===== src/adc_seq_map.svh =====
// constants for the conversion sequencer: clock rates, counts, field codes
`ifndef ADC_SEQ_MAP_SVH
`define ADC_SEQ_MAP_SVH

`define SYS_CLK_HZ 200000000
`define OSC_HZ 1000000
`define OSC_DIV (`SYS_CLK_HZ / `OSC_HZ)
`define MOD_DIV 4
`define MOD_HZ (`OSC_HZ / `MOD_DIV)

`define SPS_0 128
`define SPS_1 250
`define SPS_2 490
`define SPS_3 920
`define SPS_4 1600
`define SPS_5 2400
`define SPS_6 3300

`define RATE_W 3
`define RATE_0 3'h0
`define RATE_1 3'h1
`define RATE_2 3'h2
`define RATE_3 3'h3
`define RATE_4 3'h4
`define RATE_5 3'h5

`define RESULT_W 12
`define ACC_W 13
`define CNT_W 11
`define GAIN_W 22
`define PROD_W 36
`define GAIN_SHIFT 16
`define GAIN_NUM ((1 << (`RESULT_W - 1)) << `GAIN_SHIFT)
`define CODE_HI 36'sh7FF
`define CODE_LO 36'shFFFFFF800
`define CODE_MAX 12'h7FF
`define CODE_MIN 12'h800
`define ACC_ZERO 13'h0000
`define ACC_ONE 13'h0001
`define CNT_ZERO 11'h000
`define CNT_ONE 11'h001
`define MOD_PHASE_HI 1

`define SEL_W 3
`define SEL_P0_N1 3'h0
`define SEL_P0_N3 3'h1
`define SEL_P1_N3 3'h2
`define SEL_P2_N3 3'h3
`define SEL_P0_GND 3'h4
`define SEL_P1_GND 3'h5
`define SEL_P2_GND 3'h6
`define SEL_P3_GND 3'h7

`define CH_W 2
`define CH_0 2'h0
`define CH_1 2'h1
`define CH_2 2'h2
`define CH_3 2'h3

`endif


===== src/adc_seq_pkg.sv =====
// types and rate tables for the conversion sequencer
`include "adc_seq_map.svh"

package adc_seq_pkg;

  typedef enum logic [0:0] {
    ST_POWER_DOWN = 1'b0,
    ST_CONVERT = 1'b1
  } conv_state_t;

  typedef logic [`CNT_W-1:0] sample_cnt_t;
  typedef logic [`GAIN_W-1:0] gain_t;

  // modulator samples in one conversion period; code 7 runs as the fastest rate
  function automatic sample_cnt_t samples_for(input logic [`RATE_W-1:0] rate);
    sample_cnt_t n;
    case (rate)
      `RATE_0: n = `CNT_W'(`MOD_HZ / `SPS_0);
      `RATE_1: n = `CNT_W'(`MOD_HZ / `SPS_1);
      `RATE_2: n = `CNT_W'(`MOD_HZ / `SPS_2);
      `RATE_3: n = `CNT_W'(`MOD_HZ / `SPS_3);
      `RATE_4: n = `CNT_W'(`MOD_HZ / `SPS_4);
      `RATE_5: n = `CNT_W'(`MOD_HZ / `SPS_5);
      default: n = `CNT_W'(`MOD_HZ / `SPS_6);
    endcase
    return n;
  endfunction : samples_for

  // fixed-point gain mapping a +/-n bit count onto the full code range
  function automatic gain_t gain_for(input logic [`RATE_W-1:0] rate);
    gain_t g;
    case (rate)
      `RATE_0: g = `GAIN_W'(`GAIN_NUM / (`MOD_HZ / `SPS_0));
      `RATE_1: g = `GAIN_W'(`GAIN_NUM / (`MOD_HZ / `SPS_1));
      `RATE_2: g = `GAIN_W'(`GAIN_NUM / (`MOD_HZ / `SPS_2));
      `RATE_3: g = `GAIN_W'(`GAIN_NUM / (`MOD_HZ / `SPS_3));
      `RATE_4: g = `GAIN_W'(`GAIN_NUM / (`MOD_HZ / `SPS_4));
      `RATE_5: g = `GAIN_W'(`GAIN_NUM / (`MOD_HZ / `SPS_5));
      default: g = `GAIN_W'(`GAIN_NUM / (`MOD_HZ / `SPS_6));
    endcase
    return g;
  endfunction : gain_for

endpackage : adc_seq_pkg


===== src/adc_conversion_sequencer.sv =====
// conversion sequencer: timing, input selection, bitstream filter, result hold
`timescale 1ns/10ps
`default_nettype none

`include "adc_seq_map.svh"

// Function
// RL1: single-shot does one conversion on request, stores result, then powers down.
// RL2: continuous mode starts the next conversion right after one completes.
// RL3: continuous mode yields one result per programmed data-rate period.
// RL4: result can be read any time and holds latest completed conversion.
// RL5: four-input variant picks its input pair from a three-bit select field.
// RL6: single-ended selections close the switch grounding the negative input.
// RL7: variants without multiplexer always convert input 0 against input 1.
// RL8: modulator clock is the 1 MHz oscillator divided by four, 250 kHz.
// RL9: filter turns bitstream into 12-bit code proportional to differential input.
// RL10: three-bit rate field selects one of seven data rates, 128 to 3300.
// RL11: conversion settles in one cycle; conversion time is one over data rate.
// RL12: result register changes whole, only at the end of a conversion.
module adc_conversion_sequencer
  import adc_seq_pkg::*;
#(
  parameter bit HAS_MUX = 1'b1
) (
  // clock, reset, enable
  input wire logic clk_sys,
  input wire logic rst,
  input wire logic ce,
  // configuration from the serial interface logic
  input wire logic continuous_mode,
  input wire logic start_single,
  input wire logic [`SEL_W-1:0] input_select_field,
  input wire logic [`RATE_W-1:0] rate_select_field,
  // modulator bitstream, asynchronous
  input wire logic mod_bit,
  // modulator and multiplexer control
  output logic mod_clk_q,
  output logic [`CH_W-1:0] pos_sel_q,
  output logic [`CH_W-1:0] neg_sel_q,
  output logic neg_gnd_q,
  // status and result
  output logic busy_q,
  output logic powered_down_q,
  output logic done_q,
  output logic [`RESULT_W-1:0] result_q
);

  logic osc_tick;
  logic mod_tick;
  logic [1:0] mod_phase;
  logic mod_s1_q;
  logic mod_s2_q;

  conv_state_t state_q, state_d;
  logic signed [`ACC_W-1:0] acc_q, acc_d;
  sample_cnt_t cnt_q, cnt_d;
  sample_cnt_t n_q, n_d;
  gain_t gain_q, gain_d;
  logic mod_clk_d;
  logic [`CH_W-1:0] pos_sel_d, neg_sel_d;
  logic neg_gnd_d;
  logic busy_d, powered_down_d, done_d;
  logic [`RESULT_W-1:0] result_d;

  logic signed [`ACC_W-1:0] acc_next;
  logic signed [`PROD_W-1:0] prod;
  logic signed [`PROD_W-1:0] scaled;
  logic [`RESULT_W-1:0] code;
  logic start;

  // 1 MHz oscillator tick from the system clock, then /4 for the modulator
  tick_divider #(.DIV(`OSC_DIV), .W(8)) u_osc_div ( // see RL8
    .clk_sys(clk_sys),
    .rst(rst),
    .ce(ce),
    .tick_in(1'b1),
    .tick_q(osc_tick),
    .phase_q()
  );

  tick_divider #(.DIV(`MOD_DIV), .W(2)) u_mod_div ( // see RL8
    .clk_sys(clk_sys),
    .rst(rst),
    .ce(ce),
    .tick_in(osc_tick),
    .tick_q(mod_tick),
    .phase_q(mod_phase)
  );

  // bitstream comes from the analog side, so two flops before use
  always_ff @(posedge clk_sys) begin
    if (rst) begin
      mod_s1_q <= 1'b0;
      mod_s2_q <= 1'b0;
    end else if (ce) begin
      mod_s1_q <= mod_bit;
      mod_s2_q <= mod_s1_q;
    end
  end

  // scale the signed bit balance onto the code range, with saturation
  always_comb begin
    acc_next = mod_s2_q ? (acc_q + `ACC_ONE) : (acc_q - `ACC_ONE); // see RL9
    prod = `PROD_W'(acc_next) * $signed({1'b0, gain_q}); // see RL9
    scaled = prod >>> `GAIN_SHIFT;
    if (scaled > `CODE_HI) begin
      code = `CODE_MAX;
    end else if (scaled < `CODE_LO) begin
      code = `CODE_MIN;
    end else begin
      code = scaled[`RESULT_W-1:0];
    end
  end

  // a request made mid-conversion is dropped; single-shot has nothing queued
  assign start = continuous_mode || start_single;

  always_comb begin
    state_d = state_q;
    acc_d = acc_q;
    cnt_d = cnt_q;
    n_d = n_q;
    gain_d = gain_q;
    pos_sel_d = pos_sel_q;
    neg_sel_d = neg_sel_q;
    neg_gnd_d = neg_gnd_q;
    result_d = result_q;
    done_d = 1'b0;
    // new settings apply from the next conversion start, never mid-stream
    if (state_q == ST_POWER_DOWN || (mod_tick && cnt_q == n_q - `CNT_ONE)) begin
      n_d = samples_for(rate_select_field); // see RL10
      gain_d = gain_for(rate_select_field); // see RL10
      if (!HAS_MUX) begin
        pos_sel_d = `CH_0; // see RL7
        neg_sel_d = `CH_1; // see RL7
        neg_gnd_d = 1'b0;
      end else begin
        unique case (input_select_field) // see RL5
          `SEL_P0_N1: begin pos_sel_d = `CH_0; neg_sel_d = `CH_1; neg_gnd_d = 1'b0; end
          `SEL_P0_N3: begin pos_sel_d = `CH_0; neg_sel_d = `CH_3; neg_gnd_d = 1'b0; end
          `SEL_P1_N3: begin pos_sel_d = `CH_1; neg_sel_d = `CH_3; neg_gnd_d = 1'b0; end
          `SEL_P2_N3: begin pos_sel_d = `CH_2; neg_sel_d = `CH_3; neg_gnd_d = 1'b0; end
          `SEL_P0_GND: begin pos_sel_d = `CH_0; neg_sel_d = `CH_0; neg_gnd_d = 1'b1; end // see RL6
          `SEL_P1_GND: begin pos_sel_d = `CH_1; neg_sel_d = `CH_1; neg_gnd_d = 1'b1; end // see RL6
          `SEL_P2_GND: begin pos_sel_d = `CH_2; neg_sel_d = `CH_2; neg_gnd_d = 1'b1; end // see RL6
          `SEL_P3_GND: begin pos_sel_d = `CH_3; neg_sel_d = `CH_3; neg_gnd_d = 1'b1; end // see RL6
        endcase
      end
    end
    unique case (state_q)
      ST_POWER_DOWN: begin
        acc_d = `ACC_ZERO;
        cnt_d = `CNT_ZERO;
        if (start) begin
          state_d = ST_CONVERT;
        end
      end
      ST_CONVERT: begin
        if (mod_tick) begin
          acc_d = acc_next;
          cnt_d = cnt_q + `CNT_ONE;
          // one settled result per n modulator samples, n = rate / data rate
          if (cnt_q == n_q - `CNT_ONE) begin // see RL11
            result_d = code; // see RL12
            done_d = 1'b1; // see RL4
            acc_d = `ACC_ZERO;
            cnt_d = `CNT_ZERO;
            if (continuous_mode) begin
              state_d = ST_CONVERT; // see RL2 RL3
            end else begin
              state_d = ST_POWER_DOWN; // see RL1
            end
          end
        end
      end
    endcase
    busy_d = (state_d == ST_CONVERT);
    powered_down_d = (state_d == ST_POWER_DOWN); // see RL1
    // modulator clock only runs while converting, saving power when idle
    mod_clk_d = (state_d == ST_CONVERT) && mod_phase[`MOD_PHASE_HI]; // see RL8
  end

  always_ff @(posedge clk_sys) begin
    if (rst) begin
      state_q <= ST_POWER_DOWN;
      acc_q <= `ACC_ZERO;
      cnt_q <= `CNT_ZERO;
      n_q <= `CNT_ONE;
      gain_q <= '0;
      pos_sel_q <= `CH_0;
      neg_sel_q <= `CH_1;
      neg_gnd_q <= 1'b0;
      result_q <= '0;
      done_q <= 1'b0;
      busy_q <= 1'b0;
      powered_down_q <= 1'b1;
      mod_clk_q <= 1'b0;
    end else if (ce) begin
      state_q <= state_d;
      acc_q <= acc_d;
      cnt_q <= cnt_d;
      n_q <= n_d;
      gain_q <= gain_d;
      pos_sel_q <= pos_sel_d;
      neg_sel_q <= neg_sel_d;
      neg_gnd_q <= neg_gnd_d;
      result_q <= result_d; // see RL4
      done_q <= done_d;
      busy_q <= busy_d;
      powered_down_q <= powered_down_d;
      mod_clk_q <= mod_clk_d;
    end
  end

endmodule : adc_conversion_sequencer

`default_nettype wire


===== src/tick_divider.sv =====
// divides an enable tick by a fixed ratio, exposing the phase count
`timescale 1ns/10ps
`default_nettype none

module tick_divider #(
  parameter int unsigned DIV = 4,
  parameter int unsigned W = 2
) (
  // clock and control
  input wire logic clk_sys,
  input wire logic rst,
  input wire logic ce,
  // tick in, divided tick and phase out
  input wire logic tick_in,
  output logic tick_q,
  output logic [W-1:0] phase_q
);

  localparam logic [W-1:0] LAST = W'(DIV - 1);

  logic [W-1:0] phase_d;
  logic tick_d;

  always_comb begin
    phase_d = phase_q;
    tick_d = 1'b0;
    if (tick_in) begin
      if (phase_q == LAST) begin
        phase_d = '0;
        tick_d = 1'b1;
      end else begin
        phase_d = phase_q + 1'b1;
      end
    end
  end

  always_ff @(posedge clk_sys) begin
    if (rst) begin
      phase_q <= '0;
      tick_q <= 1'b0;
    end else if (ce) begin
      phase_q <= phase_d;
      tick_q <= tick_d;
    end
  end

endmodule : tick_divider

`default_nettype wire

===== config.mk =====
export PLATFORM = sky130hd
export DESIGN_NAME = adc_conversion_sequencer
export DESIGN_NICKNAME = d
export VERILOG_FILES = /design/src/adc_seq_pkg.sv /design/src/adc_conversion_sequencer.sv /design/src/tick_divider.sv
export VERILOG_INCLUDE_DIRS = /design/src
export SDC_FILE = /design/constraint.sdc
export NUM_CORES = 1
export LEC_CHECK = 0
export BUFFER_PORTS_ARGS = -buffer_cell sky130_fd_sc_hd__clkbuf_2
export CAP_MARGIN = 30
export CORE_MARGIN = 2
export CORE_UTILIZATION = 45
export DETAILED_ROUTE_END_ITERATION = 10
export GPL_ROUTABILITY_DRIVEN = 0
export SETUP_SLACK_MARGIN = 0.02
export SLEW_MARGIN = 15
export SYNTH_ARGS = -nofsm -noshare
export SYNTH_HDL_FRONTEND = slang
export SYNTH_SLANG_ARGS = --single-unit
export TNS_END_PERCENT = 50

===== constraint.sdc =====
create_clock -name clk_sys -period 10.25 [get_ports clk_sys]
set_clock_uncertainty 0.15 [all_clocks]
set_input_delay 1.025 -clock clk_sys [delete_from_list [all_inputs] [get_ports clk_sys]]
set_output_delay 1.025 -clock clk_sys [all_outputs]
set_load 0.03 [all_outputs]

==> flow_summary.yaml <==
final_layout:
  nets: 1898
  area_growth_syn_to_layout_pct: 5.844
  fin_area_um2: 14050
  mostFrequentLayoutCells: "nand2_1, inv_1, fa_1"
  post-route-util_pct: 48.69
  drive_above_1_share_pct: 5.659
  n_antenna_cell: 0
  final_common_cell: "nand2_1"
  fin_cells: 1939
route:
  vias: 10420
  dr.max_layer_used: "met4"
  wl_per_cell_um: 15.99
  drc: 0
  wl_um: 31000
  postRouteAntennaNets: 0
  wl_met1_um: 14230
  dr_wl_met3_um: 1104
  drtIter0Drc: 607
  drt_first_pass_iters: 4
  via_per_inst: 5.376
  met2_wirelength_um: 15050
clock_tree:
  clockBufferDepth: 2
  cts_tree: "yes"
  numCtsBuffers: 9
  cts.htree.levels: 3
  clk_latency_ps: 370
  cts.repair.resized: 0
  cts_root_buf: "clkbuf_16"
  cts.sinks: 88
  postCtsSetupBuffers: 0
  hold_buffers: 0
  clk_pin_slew_worst_paths_ps: 80
timing:
  tns_ps: 0
  grt_setup_unrepaired: "no"
  post-route-min-period_ps: 9336
  worst_slew_pin_slew_ps: 849.5
  relSlewSlack_pct: 42.96
  post-route-period-util_pct: 91.08
  fin_hold_ws_ps: 320.9
  finalSetupViolations: 0
  max_freq_mhz: 107.1
  maxSlewViolCount: 0
  finalHoldViolations: 0
  setup_ws_ps: 914.2
yosys:
  synth-seq-cells: 88
  async_reset_ff_share_pct: 0
  synth_flop_cell: "dfxtp_1"
  syn_avg_cell_area_um2: 8.449
  synth_edf_count: 0
  synth_seq_area_share_pct: 13.27
  netlist_area_um2: 13270
  yosysUniqueCellTypes: 62
  yosys_warnings: 0
  syn_nets: 1919
  syn_inst: 1571
placed_design:
  io_buffers: 32
  pre_cts_slack_ps: 851.6
  place_area_um2: 13740
  placed_cells: 1922
  dpl.hpwl_um: 25010
global_routing:
  grt_pass1_vias: 10430
  track_usage_pct: 21.32
  grt_first_pass_wirelength_um: 52830
  grt_max_degree: 77
  antenna_found_initial: 0
  overflow: 0
worst_setup_path:
  critical_path_arrival_ps: 9430
  max_stage_delay_ps: 550
  path_common_cell: "fa_1"
  crit_type: "register to register"
  worstSetupStartpointType: "register"
  cp_slowest_cell: "fa_1"
  cp_max_fo: 14
  required_ps: 10350
  end_kind: "register"
floorplan:
  fp-row-count: 62
  io_pins: 33
  die_w_um: 175.8
  core_area_um2: 28860
  die-area_um2: 30890
  die_h_um: 175.8
  initial_core_util_pct: 46.00
power:
  p_comb_share_pct: 81.9
  seq_power_share_pct: 9.5
  power_leakage_nw: 6.620
  p_per_area_nw_per_um2: 283.7
  p_sw_mw: 2.150
  p_clk_share_pct: 8.6
  peakVddDrop_mv: 0.2845
  p_total_mw: 3.987
  swShare_pct: 53.93
  p_int_mw: 1.837
worst_hold_path:
  hp-class: "register to register"
run_status:
  status: "complete, no violations"
job:
  cap_violations: 0
cells in the mapped netlist (5+ instances only):
cell type | instances | share of area (%)
fa_1 | 209 | 32
nor2_1 | 89 | 2.5
nor2b_1 | 22 | 1.0
or2_2 | 10 | 0.47
a21oi_1 | 102 | 3.8
a22oi_1 | 13 | 0.74
o21ai_0 | 47 | 1.8
nand2b_1 | 6 | 0.28
and3_1 | 17 | 0.80
o311ai_1 | 10 | 0.66
buf_2 | 6 | 0.23
dfxtp_1 | 88 | 13
a2111oi_0 | 5 | 0.33
nand4_1 | 8 | 0.38
xor2_1 | 17 | 1.1
ha_1 | 127 | 12
xnor2_1 | 36 | 2.4
a211oi_1 | 14 | 0.79
or3_1 | 16 | 0.75
inv_1 | 222 | 6.3
clkbuf_1 | 75 | 2.1
o21ai_1 | 12 | 0.45
nand2_1 | 235 | 6.6
a21o_1 | 13 | 0.74
nand3b_1 | 9 | 0.51
nand3_1 | 16 | 0.60
nor4_1 | 6 | 0.28
nor3_1 | 15 | 0.57
o21bai_1 | 6 | 0.34
and2_1 | 66 | 3.1
layout make-up:
type,instances,area (µm²)
fill,2881,14810
multi-input combinational,1175,10350
sequential,88,1762
inverter,222,833.3
tap,384,480.5
timing repair buffer,54,325.3
clock buffer,9,225.2
clock inverter,7,75.07
power by group through the flow:
stage | Combinational, mW | Sequential [mW] | Clock, mW
after floorplan | 2.56 | 0.371 | 0
after global routing | 3.75 | 0.383 | 0.367
after global placement | 3.24 | 0.388 | 0
final | 3.26 | 0.380 | 0.343
after CTS | 3.28 | 0.380 | 0.353
after detailed placement | 3.25 | 0.388 | 0
worst paths after layout:
| kind | startpoint | end | slack (ps) | cells after the start |
|---|---|---|---|---|
| setup / recovery | mod_s2_q | result_q[0] | 910 | 31 |
| hold / removal | pos_sel_q[1] | pos_sel_q[1] | 320 | 2 |
| setup reg to reg | mod_s2_q | result_q[0] | 910 | 31 |
| hold reg to reg | pos_sel_q[1] | pos_sel_q[1] | 320 | 2 |
cells by family after synthesis:
| logic type | synth area share [%] |
|---|---|
| AOI/OAI and AO/OA | 11.48 |
| muxes | 0.3865 |
| adders and majority gates | 43.49 |
| DFF | 13.27 |
| xor gates and xnor gates | 3.497 |
| buffers and inverters | 8.823 |
| and+or+nand+nor | 19.05 |
sequential cells by signal, indices dropped and copies added (netlist names), 8 cells and up:
register           cells
n_q                   11
cnt_q                 11
result_q              12
u_osc_div.phase_q      8
acc_q                 13
gain_q                18
critical path, delay by kind of cell (launching register included):
| family | cells | cell delay, ps |
|---|---|---|
| adder cells (fa/ha/maj) | 8 | 3970 |
| AO/OA/AOI/OAI | 14 | 2880 |
| XOR/XNOR | 1 | 140 |
| flip-flops | 1 | 360 |
| buffers and inverters | 5 | 580 |
| AND/OR/NAND/NOR | 3 | 1140 |
layer usage:
layer	GRT usage (%)	vias to the layer above
li1	-	5016
met1	29.84	5183
met2	35.73	197
met3	1.797	28
met4	5.544	0
met5	0	-
Power figures use the tool's default switching activity.
